===== src/rtl/bsnsu_pkg.sv =====
package bsnsu_pkg;
  // register bus geometry
  localparam int unsigned BUS_AW = 8;

  // register byte offsets
  localparam logic [7:0] OFS_CTRL  = 8'h00;  // extended set enable
  localparam logic [7:0] OFS_WREG  = 8'h04;  // accumulator
  localparam logic [7:0] OFS_STAT  = 8'h08;  // status flags
  localparam logic [7:0] OFS_BANK  = 8'h0C;  // bank select value
  localparam logic [7:0] OFS_INDEX = 8'h10;  // indexed offset base

  // status field positions
  localparam int unsigned ST_C  = 0;
  localparam int unsigned ST_DC = 1;
  localparam int unsigned ST_Z  = 2;
  localparam int unsigned ST_OV = 3;
  localparam int unsigned ST_N  = 4;

  // values after reset
  localparam logic [7:0]  RST_WREG  = 8'h00;
  localparam logic [4:0]  RST_STAT  = 5'h00;
  localparam logic [3:0]  RST_BANK  = 4'h0;
  localparam logic [11:0] RST_INDEX = 12'h000;
  localparam logic        RST_EXT   = 1'b0;

  // opcode fields, upper six bits of the instruction word
  localparam logic [5:0] OPC_SUBB = 6'h16;  // subtract_with_borrow_op
  localparam logic [5:0] OPC_SWAP = 6'h0E;  // nibble_swap_op
  localparam int unsigned POS_D = 9;
  localparam int unsigned POS_A = 8;

  // addressing limits
  localparam logic [7:0]  IDX_LIMIT    = 8'h5F;  // highest indexed f
  localparam logic [7:0]  ACCESS_SPLIT = 8'h60;  // low/high access half
  localparam logic [3:0]  ACCESS_HIGH  = 4'hF;   // bank of upper half

  // sequencer states, gray along the path
  typedef enum logic [1:0] {
    ST_IDLE  = 2'h0,
    ST_READ  = 2'h1,
    ST_WAIT  = 2'h3,
    ST_WRITE = 2'h2
  } bsnsu_state_e;
endpackage : bsnsu_pkg


===== src/rtl/bsnsu_top.sv =====
// Implementation choices: the register addresses and the plain strobed port.
`timescale 1ns/1ps
// Functional notes
// - subtract accumulator and borrow from file value
// - direction bit 0 accumulator, 1 file register
// - access bit 0 access bank, 1 banked
// - extended set: f up to 95 indexed
// - swap nibbles, status flags left untouched
module bsnsu_top (
  input  wire logic        sys_clk,
  input  wire logic        rst_n,
  input  wire logic        ce,
  // register port
  input  wire logic [7:0]  reg_addr,
  input  wire logic [31:0] reg_wdata,
  input  wire logic        reg_wr,
  input  wire logic        reg_rd,
  output logic      [31:0] reg_rdata,
  // instruction port
  input  wire logic        instr_valid,
  input  wire logic [15:0] instr_word,
  output logic             instr_ready,
  output logic             instr_done,
  // data memory port, read data one cycle after mem_rd
  output logic      [11:0] mem_addr,
  output logic             mem_rd,
  output logic             mem_wr,
  output logic      [7:0]  mem_wdata,
  input  wire logic [7:0]  mem_rdata
);
  bsnsu_pkg::bsnsu_state_e state;       // sequencer state
  logic        ext_en;                  // extended set enable
  logic [7:0]  wreg;                    // accumulator
  logic [4:0]  stat;                    // N OV Z DC C
  logic [3:0]  bank;                    // bank_select_value
  logic [11:0] idx_base;                // indexed base pointer
  logic        op_sub;                  // 1 subtract, 0 swap
  logic        dest_f;                  // direction bit
  logic [11:0] next_addr;               // resolved operand address
  logic        take;                    // instruction accepted
  logic        known;                   // opcode handled here
  logic [8:0]  sum9;                    // full byte difference
  logic [4:0]  sum5;                    // low nibble difference
  logic [7:0]  res;                     // operation result
  logic        bus_stat_wr;             // software writes status
  logic        bus_wreg_wr;             // software writes accumulator

  assign known = (instr_word[15:10] == bsnsu_pkg::OPC_SUBB) ||
                 (instr_word[15:10] == bsnsu_pkg::OPC_SWAP);
  assign take  = ce && instr_valid && instr_ready && known;
  assign bus_stat_wr = reg_wr && (reg_addr == bsnsu_pkg::OFS_STAT);
  assign bus_wreg_wr = reg_wr && (reg_addr == bsnsu_pkg::OFS_WREG);

  // operand address resolution
  bsnsu_addr_map u_map (
    .f_ofs    (instr_word[7:0]),
    .acc_sel  (instr_word[bsnsu_pkg::POS_A]),
    .ext_en   (ext_en),
    .bank     (bank),
    .idx_base (idx_base),
    .addr     (next_addr)
  );

  // f + ~w + c equals f - w - !c; carry out means no borrow
  assign sum9 = {1'b0, mem_rdata} + {1'b0, ~wreg}
              + {8'h00, stat[bsnsu_pkg::ST_C]};
  assign sum5 = {1'b0, mem_rdata[3:0]} + {1'b0, ~wreg[3:0]}
              + {4'h0, stat[bsnsu_pkg::ST_C]};
  // swap places low nibble high and high nibble low
  assign res  = op_sub ? sum9[7:0]
                       : {mem_rdata[3:0], mem_rdata[7:4]};

  // sequencer: issue read, wait, write back
  always_ff @(posedge sys_clk) begin
    if (!rst_n) begin
      state <= bsnsu_pkg::ST_IDLE;
    end else if (ce) begin
      case (state)
        bsnsu_pkg::ST_IDLE:  if (take) state <= bsnsu_pkg::ST_READ;
        bsnsu_pkg::ST_READ:  state <= bsnsu_pkg::ST_WAIT;
        bsnsu_pkg::ST_WAIT:  state <= bsnsu_pkg::ST_WRITE;
        default:             state <= bsnsu_pkg::ST_IDLE;
      endcase
    end
  end

  // instruction handshake; ready drops for the whole sequence
  always_ff @(posedge sys_clk) begin
    if (!rst_n) begin
      instr_ready <= 1'b1;
      instr_done  <= 1'b0;
    end else if (ce) begin
      instr_done <= (state == bsnsu_pkg::ST_WRITE);
      if (take) begin
        instr_ready <= 1'b0;
      end else if (state == bsnsu_pkg::ST_WRITE) begin
        instr_ready <= 1'b1;
      end
    end
  end

  // operand capture at acceptance
  always_ff @(posedge sys_clk) begin
    if (!rst_n) begin
      op_sub   <= 1'b0;
      dest_f   <= 1'b1;
      mem_addr <= 12'h000;
    end else if (ce && take) begin
      op_sub   <= (instr_word[15:10] == bsnsu_pkg::OPC_SUBB);
      dest_f   <= instr_word[bsnsu_pkg::POS_D];
      mem_addr <= next_addr;
    end
  end

  // memory strobes, one cycle each
  always_ff @(posedge sys_clk) begin
    if (!rst_n) begin
      mem_rd    <= 1'b0;
      mem_wr    <= 1'b0;
      mem_wdata <= 8'h00;
    end else if (ce) begin
      mem_rd <= take;
      mem_wr <= (state == bsnsu_pkg::ST_WAIT) && dest_f;
      if (state == bsnsu_pkg::ST_WAIT) begin
        mem_wdata <= res;
      end
    end
  end

  // accumulator; software write wins over a result in flight
  always_ff @(posedge sys_clk) begin
    if (!rst_n) begin
      wreg <= bsnsu_pkg::RST_WREG;
    end else if (ce) begin
      if (bus_wreg_wr) begin
        wreg <= reg_wdata[7:0];
      end else if (state == bsnsu_pkg::ST_WAIT && !dest_f) begin
        wreg <= res;
      end
    end
  end

  // status flags, written by software and by subtraction, never by swap
  always_ff @(posedge sys_clk) begin
    if (!rst_n) begin
      stat <= bsnsu_pkg::RST_STAT;
    end else if (ce) begin
      if (bus_stat_wr) begin
        stat <= reg_wdata[4:0];
      end else if (state == bsnsu_pkg::ST_WAIT && op_sub) begin
        stat[bsnsu_pkg::ST_C]  <= sum9[8];
        stat[bsnsu_pkg::ST_DC] <= sum5[4];
        stat[bsnsu_pkg::ST_Z]  <= (sum9[7:0] == 8'h00);
        stat[bsnsu_pkg::ST_N]  <= sum9[7];
        // signed overflow: operands differ in sign, result flips
        stat[bsnsu_pkg::ST_OV] <= (mem_rdata[7] ^ wreg[7]) &&
                                  (sum9[7] ^ mem_rdata[7]);
      end
    end
  end

  // configuration registers
  always_ff @(posedge sys_clk) begin
    if (!rst_n) begin
      ext_en   <= bsnsu_pkg::RST_EXT;
      bank     <= bsnsu_pkg::RST_BANK;
      idx_base <= bsnsu_pkg::RST_INDEX;
    end else if (ce && reg_wr) begin
      if (reg_addr == bsnsu_pkg::OFS_CTRL) begin
        ext_en <= reg_wdata[0];
      end else if (reg_addr == bsnsu_pkg::OFS_BANK) begin
        bank <= reg_wdata[3:0];
      end else if (reg_addr == bsnsu_pkg::OFS_INDEX) begin
        idx_base <= reg_wdata[11:0];
      end
    end
  end

  // read data valid only in the cycle after the strobe
  always_ff @(posedge sys_clk) begin
    if (!rst_n) begin
      reg_rdata <= 32'h00000000;
    end else if (ce) begin
      if (!reg_rd) begin
        reg_rdata <= 32'h00000000;
      end else if (reg_addr == bsnsu_pkg::OFS_CTRL) begin
        reg_rdata <= {31'h00000000, ext_en};
      end else if (reg_addr == bsnsu_pkg::OFS_WREG) begin
        reg_rdata <= {24'h000000, wreg};
      end else if (reg_addr == bsnsu_pkg::OFS_STAT) begin
        reg_rdata <= {27'h0000000, stat};
      end else if (reg_addr == bsnsu_pkg::OFS_BANK) begin
        reg_rdata <= {28'h0000000, bank};
      end else if (reg_addr == bsnsu_pkg::OFS_INDEX) begin
        reg_rdata <= {20'h00000, idx_base};
      end else begin
        // unmapped reads as zero
        reg_rdata <= 32'h00000000;
      end
    end
  end

  // assertions; helpers assume ce high across a sequence
  logic in_wait;  // final compute cycle
  assign in_wait = (state == bsnsu_pkg::ST_WAIT) && ce;
endmodule : bsnsu_top


===== src/rtl/bsnsu_addr_map.sv =====
`timescale 1ns/1ps
// resolves an 8-bit file operand into a 12-bit data address
module bsnsu_addr_map (
  input  wire logic [7:0]  f_ofs,
  input  wire logic        acc_sel,
  input  wire logic        ext_en,
  input  wire logic [3:0]  bank,
  input  wire logic [11:0] idx_base,
  output logic      [11:0] addr
);
  always_comb begin
    if (acc_sel) begin
      // banked general_purpose_file_bank access
      addr = {bank, f_ofs};
    end else if (ext_en && (f_ofs <= bsnsu_pkg::IDX_LIMIT)) begin
      // indexed literal offset, wraps inside data space
      addr = idx_base + {4'h0, f_ofs};
    end else if (f_ofs < bsnsu_pkg::ACCESS_SPLIT) begin
      // low half of access bank
      addr = {4'h0, f_ofs};
    end else begin
      // upper half of access bank maps to top of space
      addr = {bsnsu_pkg::ACCESS_HIGH, f_ofs};
    end
  end
endmodule : bsnsu_addr_map


===== config.mk =====
export PLATFORM = sky130hd
export DESIGN_NAME = bsnsu_top
export DESIGN_NICKNAME = d
export VERILOG_FILES = /design/src/rtl/bsnsu_pkg.sv /design/src/rtl/bsnsu_top.sv /design/src/rtl/bsnsu_addr_map.sv
export SDC_FILE = /design/constraint.sdc
export NUM_CORES = 1
export LEC_CHECK = 0
export ABC_AREA = 1
export BUFFER_PORTS_ARGS = -buffer_cell sky130_fd_sc_hd__buf_4
export CORE_ASPECT_RATIO = 0.9
export CORE_UTILIZATION = 24
export DETAILED_ROUTE_END_ITERATION = 7
export GPL_TIMING_DRIVEN = 0
export PLACE_DENSITY_LB_ADDON = 0.25
export SYNTH_ARGS = -nofsm -noshare
export SYNTH_HDL_FRONTEND = slang
export SYNTH_HIERARCHICAL = 1
export SYNTH_SLANG_ARGS = --single-unit

===== constraint.sdc =====
create_clock -name sys_clk -period 2.2 [get_ports sys_clk]
set_input_delay 0.22 -clock sys_clk [delete_from_list [all_inputs] [get_ports sys_clk]]
set_output_delay 0.22 -clock sys_clk [all_outputs]
set_load 0.005 [all_outputs]

==> results of run 1 <==
[per-stage QoR]
stage / utilization / std cells / hold WS, ps / setup WS (ps)
6_report: 0.323 / 1023 / 103 / 132
5_1_grt: 0.323 / 1023 / 95.6 / 6.58
4_1_cts: 0.322 / 1023 / 83.4 / 24.6
3_5_place_dp: 0.305 / 1006 / 431 / -135
3_3_place_gp: 0.305 / 1006 / 438 / -134
2_1_floorplan: - / 683 / 333 / 222
[power by group]
part           switching (mW)  internal [mW]
sequential            0.00352           1.27
clock                   0.530          0.904
combinational           0.226          0.165
[cell type report]
type,count,area share
multi-input cells,489,0.447
flip-flops and latches,70,0.243
repair buffers,85,0.110
inverters,85,0.0552
well taps,240,0.0519
clock buffers,14,0.0439
plain buffers,39,0.0435
clock inverters,1,0.00519
[flip-flops by register name, indices dropped and copies added (netlist names), 2 cells and up]
name       cells
stat           5
mem_wdata      8
mem_addr      12
wreg           8
reg_rdata     12
idx_base      12
bank           4
state          2
[synth_stat cells, types with 3 or more instances]
master / number / area, µm²
nand2_4: 4 / 45.0
o21ai_1: 4 / 20.0
fa_1: 3 / 60.1
nor2_1: 58 / 218
buf_2: 9 / 45.0
nor2_2: 4 / 25.0
o21ai_0: 51 / 255
o21ai_2: 7 / 61.3
inv_1: 82 / 308
ha_1: 15 / 188
nand2_1: 150 / 563
inv_2: 3 / 11.3
clkbuf_1: 7 / 26.3
nand4_1: 10 / 62.6
buf_4: 21 / 158
a21oi_1: 64 / 320
xor2_1: 4 / 35.0
nand3_1: 52 / 260
o21bai_1: 4 / 30.0
o22ai_1: 3 / 18.8
a21oi_2: 4 / 35.0
or2_2: 4 / 25.0
dfxtp_1: 70 / 1400
nor2_4: 5 / 56.3
xnor2_1: 3 / 26.3
[worst max-delay path, delay by kind of cell (launching register included)]
| kind | cells | cell delay, ps |
|---|---|---|
| fa+ha+maj | 2 | 740 |
| simple gates | 8 | 640 |
| flops | 1 | 340 |
| buf+inv | 2 | 240 |
[metal layers]
layer,track usage,vias up,wire length (µm)
met1,0.204,1999,7050
li1,-,2357,-
met5,0,-,0
met3,0.0323,15,620
met2,0.231,93,6110
met4,0.0550,0,286
[cell families (layout without fill, tap and decap cells)]
family / after synthesis / in the layout / share of synthesized area
compound gates: 146 / 146 / 0.182
xor+xnor: 7 / 7 / 0.0137
fa+ha+maj: 18 / 18 / 0.0555
buf+inv: 124 / 224 / 0.128
flops: 70 / 70 / 0.314
other cells: 1 / 20 / 0.000840
simple gates: 298 / 298 / 0.306
[worst max-delay path by stage]
stage | slack [ps] | to
finish | 130 | stat[0]
global route | 7 | stat[2]
CTS | 20 | mem_wdata[6]
detailed placement | -140 | wreg[6]
global placement | -130 | wreg[6]
floorplan | 220 | mem_wdata[6]
[timing repair]
action,CTS,global route
gates cloned,0,0
resized for setup,3,5
buffers inserted,2,0
setup endpoints to repair,3,8
==> key figures, run 1 <==
Critical path
  – Crit Reg-Reg Startpoint: wreg[0]
  – Reg-to-reg setup timing slack: approximately 130 ps
  – Worst EP arrival: approximately 2300 ps
  – Worst setup EP type: flip-flop
  – Worst path cell trace: inv_1 -> fa_2 -> fa_2 -> nand3_1 -> nand3_2 -> buf_4 -> nand4_1 -> nand3_1 -> nand2_1 -> nand2_1 -> nor2_1 -> nor2_1
  – CP max FO: 4
  – Startpoint types: flip-flop
  – Crit Path Category: flip-flop to flip-flop
  – Req. time, crit path: between 2000 and 2500 ps
  – R2R depth: 12
  – Crit. Startpoint: wreg[0]
  – Slowest stage delay, CP: ~380 ps
  – CP max-delay cell: fa_2
  – Reg2reg end: stat[0]

Timing
  – Max-slew violations: 0
  – # setup viols final: 0
  – Slew Limit Headroom: 0.573
  – Max Clk Rate: ~480 MHz
  – Worst slew pin tran: between 600 and 700 ps
  – Clk_skew: 8.28 ps
  – Setup TNS Final: 0 ps
  – Crit path time final: 2070 ps
  – RSZ-0062 raised after global routing: false
  – Final hold viol count: 0
  – Final period util: 0.940

Logic synthesis
  – Synthesized instance count: 664
  – Synth Cell Area: 0.00446 mm²
  – Synth Register Bits: 70
  – Seq/Total Area, Yosys: 0.314
  – YS warnings: 6
  – Synth cell types: 42
  – Mean post-synth cell area: just under 7 µm²
  – Post-synth EDFFs: 0
  – Primary FF master, synth: dfxtp_1
  – Ys async rst share: 0

Hold path
  – Worst Hold End: dest_f
  – Hold Path Cell Cnt: 3
  – Hold_sp: instr_word[9]
  – Worst Hold Class: input pin to flip-flop

Final layout
  – Register area: between 0.001 and 0.0015 mm²
  – Layout cells sized above 1: 0.218
  – Commonest non-fill, non-tap cell in the layout: nand2_1
  – Fin nets: between 800 and 900
  – Finished Cell Area: approximately 0.0058 mm²
  – Multi-input logic area: 0.00259 mm²
  – Syn-to-layout area delta: 29.5%
  – Antenna Cells: 0
  – Highest-count cells in the layout ignoring fill and taps: 149 x nand2_1, 106 x buf_4, 82 x inv_1
  – Filler instances: around 2,000

CTS
  – H-tree depth: 3
  – Root buf cell: clkbuf_16
  – CTS buffer count: 9
  – Hold-fix buffers, CTS: 0
  – Worst-case clock buffer depth: 2
  – CTS Sinks: 70
  – TritonCTS clock tree: built
  – Worst-Skew Late Latency: 340 ps
  – CTS clock-pin slew for the worst setup and hold paths: ~50 ps

Routing
  – Detailed-route DRC error count: 0
  – Vias per cell: ~4.4
  – Vias: 4,464
  – WL/cell: approximately 14 µm
  – Pre-antenna DRT Iters: 4
  – Initial drt markers: around 270
  – Final ANT Viol Nets: 0
  – Routed Wire Length: approximately 14,000 µm

Floorplan
  – # rows: 46
  – Die Height: around 130 µm
  – Core Area: ~0.018 mm²
  – I/O pins: around 130
  – Die area: 0.0192 mm²
  – Starting density of the core: 0.249
  – Die width: 146 µm

GRT
  – Remaining global-route overflow: 0
  – Tot GR Track Use: 0.150
  – Initial antenna violation count: 0
  – Vias in the first global route: around 4,200
  – Largest net degree at the start of global routing: 11
  – Global-route wire length before repair: around 22,000 µm

Pwr
  – Leakage power: roughly 2.7 nW
  – PwrDens: 536 mW/mm²
  – Final Power: around 3.1 mW
  – Maximum vdd drop: 0.223 mV

Placed design
  – Dpl hpwl: roughly 11,000 µm
  – GPL Wtd Cong: around 0.9
  – IO Port Bufs: between 80 and 90
  – Post-placement cell area: around 0.0055 mm²

Run
  – Max-Cap Viols: 0

Run status
  – Status: finished clean
Note: power is estimated with default switching activity, not from simulation.
==> run 2: changes to the inputs <==
- PLACE_DENSITY: default -> 0.53
- PLACE_DENSITY_LB_ADDON: 0.25 -> default
==> key figures, run 2 (synthesis gave the netlist of run 1 again) <==
Floorplan
  – Die area: 0.0192 mm² (unchanged)
  – # rows: 46 (unchanged)
  – Die Height: 131 µm (unchanged)
  – Core Area: 0.0179 mm² (unchanged)
  – Die width: 146 µm (unchanged)
  – I/O pins: 126 (unchanged)
  – Starting density of the core: 0.249 (unchanged)

CTS
  – TritonCTS clock tree: built (unchanged)
  – CTS Sinks: 70 (unchanged)
  – CTS clock-pin slew for the worst setup and hold paths: 60 ps (was 50 ps)
  – Root buf cell: clkbuf_16 (unchanged)
  – Worst-Skew Late Latency: 340 ps (about the same)
  – Worst-case clock buffer depth: 2 (unchanged)
  – H-tree depth: 3 (unchanged)
  – CTS buffer count: 9 (unchanged)

Critical path
  – Slowest stage delay, CP: 380 ps (about the same)
  – CP max FO: 2 (was 4)
  – Startpoint types: flip-flop (unchanged)
  – Req. time, crit path: 2480 ps (was 2430 ps)
  – CP max-delay cell: fa_2 (unchanged)
  – Worst setup EP type: flip-flop (unchanged)
  – CP delay by family, top: adder cells (unchanged)
  – Crit Path Category: flip-flop to flip-flop (unchanged)
  – Crit path buffers/inverters: 1 (was 2)
  – Worst path most repeated cell: fa_2
  – Worst path cell trace: inv_1 -> fa_2 -> fa_2 -> nand3_2 -> nand4_1 -> a31oi_1 -> nand2_1 -> a21oi_1 (was inv_1 -> fa_2 -> fa_2 -> nand3_1 -> nand3_2 -> buf_4 -> nand4_1 -> nand3_1 -> nand2_1 -> nand2_1 -> nor2_1 -> nor2_1)
  – Worst EP arrival: 2320 ps (was 2300 ps)

Timing
  – Slew Limit Headroom: 0.567 (was 0.573)
  – RSZ-0062 raised after global routing: false (unchanged)
  – Worst slew pin tran: 649 ps (was 641 ps)
  – Max Clk Rate: 490 MHz (was 483 MHz)
  – Final period util: 0.927 (was 0.940)
  – Crit path time final: 2040 ps (was 2070 ps)
  – Setup WS post-layout: 160 ps (was 132 ps)
  – # setup viols final: 0 (unchanged)
  – Max-slew violations: 0 (unchanged)
  – Clk_skew: 8.29 ps (was 8.28 ps)
  – Final hold viol count: 0 (unchanged)

Routing
  – Final ANT Viol Nets: 0 (unchanged)
  – Pre-antenna DRT Iters: 5 (was 4)
  – Vias per cell: 4.32 (was 4.36)
  – WL/cell: 13.7 µm (about the same)
  – Detailed-route DRC error count: 0 (unchanged)
  – Initial drt markers: 293 (was 269)
  – Vias: 4,419 (was 4,464)
  – Routed Wire Length: 14,000 µm (was 14,100 µm)

GRT
  – Grt peak-use layer: met2 (unchanged)
  – Met2 Track Usage GR: 0.241 (was 0.231)
  – Tot GR Track Use: 0.151 (was 0.150)
  – Largest net degree at the start of global routing: 13 (was 11)
  – Global-route wire length before repair: 22,300 µm (was 22,100 µm)
  – M3 GR Usage: 0.0375 (was 0.0323)
  – Vias in the first global route: 4,151 (was 4,156)
  – Initial antenna violation count: 0 (unchanged)
  – GR Layer Usage met1: 0.204 (about the same)
  – Remaining global-route overflow: 0 (unchanged)

Placed design
  – IO Port Bufs: 83 (unchanged)
  – Dpl cells: 1,006 (unchanged)
  – GPL Wtd Cong: 0.933 (was 0.900)
  – Pre-CTS setup slack: -82.3 ps (was -135 ps)
  – Dpl hpwl: 11,400 µm (was 11,500 µm)

Final layout
  – Syn-to-layout area delta: 31.3% (was 29.5%)
  – Biggest regs: idx_base (12), mem_addr (12), reg_rdata (12) (unchanged)
  – Fin nets: 866 (was 867)
  – Commonest non-fill, non-tap cell in the layout: nand2_1 (unchanged)
  – Layout cells sized above 1: 0.223 (was 0.218)
  – Antenna Cells: 0 (unchanged)
  – Non-filler instance count after layout: 1,023 (unchanged)
  – Highest-count cells in the layout ignoring fill and taps: 149 x nand2_1, 105 x buf_4, 82 x inv_1 (was 149 x nand2_1, 106 x buf_4, 82 x inv_1)

Pwr
  – PwrDens: 590 mW/mm² (was 536 mW/mm²)
  – Maximum vdd drop: 0.424 mV (was 0.223 mV)
  – Leakage power: 2.76 nW (was 2.73 nW)

Run
  – Max-Cap Viols: 0 (unchanged)

Hold path
  – Worst Hold Class: input pin to flip-flop (unchanged)

Run status
  – Status: finished clean (unchanged)
## run 2: final timing paths
check	from	end	slack (ps)	cells after the start
max	wreg[0]	wreg[4]	160	8
min	instr_word[9]	dest_f	80	3
max reg2reg	wreg[0]	wreg[4]	160	8
min reg2reg	reg_rdata[6]	reg_rdata[6]	470	2
## run 2: per-stage QoR
stage               setup TNS, ps  hold WS, ps  utilization  total power [mW]  instance area (µm²)
detailed placement           -202          428        0.305              1.69                 5460
global route                    0         99.3        0.328              3.59                 5860
floorplan                       0          333            -              1.53                 4540
global placement             -221          431        0.305              1.69                 5460
CTS                             0         78.0        0.326              3.49                 5830
finish                          0         84.8        0.328              3.46                 5860
## run 2: area by class of cell
class,count,area (µm²)
Multi-Input combinational cell,489,2600
Buffer,39,251
Inverter,85,319
Clock inverter,6,134
Fill cell,1984,12000
Timing Repair Buffer,84,631
Sequential cell,70,1400
Clock buffer,10,229
Tap cell,240,300
## run 2: tightest hold or removal path: cells and delay by family
family                 cells  cell delay (ps)
AND/OR/NAND/NOR            2              100
buffers and inverters      1               80
## run 2: power breakdown
group | internal (mW) | leakage, nW | switching [mW]
clock network | 1.22 | 0.177 | 0.572
registers | 1.27 | 0.565 | 0.00334
logic | 0.165 | 2.02 | 0.228
## run 2: timing repair
item | in CTS | in global routing
gates resized for setup | 2 | 8
endpoints found under the setup margin | 3 | 8
hold buffers | 0 | 0
buffers inserted | 0 | 1
pin swaps | 0 | 1
## run 2: per-layer routing
metal / vias to the layer above / routed length [µm]
met5: - / 0
met4: 0 / 119
met3: 8 / 734
met2: 103 / 6320
met1: 1961 / 6830
li1: 2347 / -
==> run 3: changes to the inputs <==
- GPL_TIMING_DRIVEN: 0 -> 1
==> key figures, run 3 (synthesis gave the netlist of run 1 again) <==
Run status
  – Status: finished clean (unchanged)

Final layout
  – Biggest regs: idx_base (12), mem_addr (12), reg_rdata (12) (unchanged)
  – Fin nets: 838 (was 866)
  – Layout cells sized above 1: 0.207 (was 0.223)
  – Commonest non-fill, non-tap cell in the layout: nand2_1 (unchanged)
  – Non-filler instance count after layout: 995 (was 1,023)
  – Highest-count cells in the layout ignoring fill and taps: 149 x nand2_1, 95 x buf_4, 82 x inv_1 (was 149 x nand2_1, 105 x buf_4, 82 x inv_1)
  – Filler instances: 1,968 (was 1,984)
  – Antenna Cells: 0 (unchanged)
  – Syn-to-layout area delta: 26.4% (was 31.3%)

Routing
  – Vias per cell: 4.37 (was 4.32)
  – Pre-antenna DRT Iters: 5 (unchanged)
  – WL/cell: 13.7 µm (about the same)
  – Routed Wire Length: 13,600 µm (was 14,000 µm)
  – Final ANT Viol Nets: 0 (unchanged)
  – Detailed-route DRC error count: 0 (unchanged)
  – Vias: 4,349 (was 4,419)
  – Initial drt markers: 245 (was 293)

Critical path
  – CP endpoint: stat[2] (was wreg[4])
  – Worst setup EP type: flip-flop (unchanged)
  – Crit Path Category: flip-flop to flip-flop (unchanged)
  – Crit. Startpoint: wreg[0] (unchanged)
  – Req. time, crit path: 2480 ps (about the same)
  – CP max FO: 2 (unchanged)
  – Worst EP arrival: 2290 ps (was 2320 ps)
  – Reg2reg end: stat[2] (was wreg[4])
  – R2R depth: 10 (was 8)
  – Crit Reg-Reg Startpoint: wreg[0] (unchanged)
  – Startpoint types: flip-flop (unchanged)
  – Reg-to-reg setup timing slack: 190 ps (was 160 ps)

Pwr
  – Logic pwr share: 0.114 (was 0.113)
  – P_sw: 790 µW (was 802 µW)
  – Clk pwr share: 0.486 (was 0.518)
  – Maximum vdd drop: 0.358 mV (was 0.424 mV)
  – Leakage power: 2.63 nW (was 2.76 nW)
  – Sw Ratio: 0.248 (was 0.232)
  – PwrDens: 565 mW/mm² (was 590 mW/mm²)
  – Internal cell power: 2.40 mW (was 2.66 mW)
  – Sequential power share: 0.400 (was 0.369)

Timing
  – # setup viols final: 0 (unchanged)
  – Crit path time final: 2010 ps (was 2040 ps)
  – Slew Limit Headroom: 0.486 (was 0.567)
  – Clk_skew: 6.99 ps (was 8.29 ps)
  – Max Clk Rate: 497 MHz (was 490 MHz)
  – Setup WS post-layout: 188 ps (was 160 ps)
  – Max-slew violations: 0 (unchanged)
  – Worst slew pin tran: 771 ps (was 649 ps)
  – Final period util: 0.915 (was 0.927)
  – RSZ-0062 raised after global routing: true (was false)
  – Final hold viol count: 0 (unchanged)
  – Hold_ws: 87.4 ps (was 84.8 ps)

CTS
  – Worst-case clock buffer depth: 2 (unchanged)
  – Hold-fix buffers, CTS: 0 (unchanged)
  – TritonCTS clock tree: built (unchanged)
  – H-tree depth: 3 (unchanged)
  – CTS Sinks: 70 (unchanged)
  – Worst-Skew Late Latency: 340 ps (about the same)
  – CTS clock-pin slew for the worst setup and hold paths: 60 ps (about the same)
  – CTS buffer count: 9 (unchanged)
  – Root buf cell: clkbuf_16 (unchanged)
  – Post-CTS Setup Inserts: 0 (unchanged)

Placed design
  – IO Port Bufs: 85 (was 83)
  – Pre-CTS setup slack: 18.8 ps (was -82.3 ps)
  – Dpl cells: 979 (was 1,006)
  – Dpl hpwl: 10,800 µm (was 11,400 µm)
  – GPL Wtd Cong: 0.872 (was 0.933)

GRT
  – Remaining global-route overflow: 0 (unchanged)
  – Global-route wire length before repair: 21,700 µm (was 22,300 µm)
  – Tot GR Track Use: 0.146 (was 0.151)
  – Vias in the first global route: 4,025 (was 4,151)
  – Initial antenna violation count: 0 (unchanged)
  – Largest net degree at the start of global routing: 25 (was 13)

Hold path
  – Worst Hold Class: input pin to flip-flop (unchanged)

Run
  – Max-Cap Viols: 0 (unchanged)

Floorplan
  – Die Height: 131 µm (unchanged)
  – Die width: 146 µm (unchanged)
  – # rows: 46 (unchanged)
  – Starting density of the core: 0.249 (unchanged)
  – I/O pins: 126 (unchanged)
  – Die area: 0.0192 mm² (unchanged)
  – Core Area: 0.0179 mm² (unchanged)
run 3: cell types whose count changed in the layout (fill, tap and decap cells not counted), moves of 2 or more:
| cell | change |
|---|---|
| buf_4 | -10 |
| buf_2 | -9 |
| clkbuf_1 | -8 |
| clkinv_2 | +3 |
| buf_6 | -2 |
| bufinv_16 | -2 |
| o21ai_1 | -2 |
run 3: worst min-delay path by stage:
stage                   from      to  cells past startpoint
6_report       instr_word[9]  dest_f                      3
5_1_grt        instr_word[9]  dest_f                      3
4_1_cts        instr_word[9]  dest_f                      3
3_5_place_dp   instr_word[9]  dest_f                      3
3_3_place_gp   instr_word[9]  dest_f                      3
2_1_floorplan  instr_word[9]  dest_f                      2
run 3: cell type report:
| class | instances | area (µm²) | share of cell area |
|---|---|---|---|
| clock buffer | 9 | 225 | 0.0399 |
| tap | 240 | 300 | 0.0532 |
| sequential | 70 | 1400 | 0.249 |
| timing repair buffer | 95 | 713 | 0.126 |
| multi-input combinational | 489 | 2590 | 0.460 |
| clock inverter | 7 | 88.8 | 0.0157 |
| inverter | 85 | 319 | 0.0565 |
run 3: power groups by stage:
stage / sequential [mW] / clock, mW / combinational, mW
after global placement: 1.30 / 0 / 0.356
after floorplan: 1.30 / 0 / 0.223
after global routing: 1.28 / 1.65 / 0.403
after CTS: 1.28 / 1.59 / 0.358
final: 1.28 / 1.55 / 0.363
after detailed placement: 1.30 / 0 / 0.357
run 3: metal layers:
layer	routed length [µm]	up-vias	GRT usage
met5	0	-	0
li1	-	2297	-
met2	5870	91	0.219
met1	6940	1946	0.205
met4	183	0	0.0433
met3	606	15	0.0354
run 3: timing repair:
action                                  4_1_cts  5_1_grt
endpoints found under the setup margin        1        8
gates resized for setup                       1        8
pin swaps                                     0        0
run 3: stage by stage:
stage                     instance area [µm²]  total power [mW]  utilization  setup TNS [ps]
after CTS                                5610              3.22        0.314               0
after global placement                   5300              1.66        0.296               0
after global routing                     5640              3.32        0.315          -0.457
after floorplan                          4540              1.53            -               0
final                                    5640              3.19        0.315               0
after detailed placement                 5300              1.66        0.296               0
run 3: worst max-delay path, stage by stage (launching register included):
cell and delay [ps]:
dfxtp_1 330, inv_1 80, fa_2 380, fa_2 370, xnor2_1 220, nand2_1 70, a21oi_1 140, nand2_1 80
nor2_2 100, nand2_1 70, a21oi_1 110
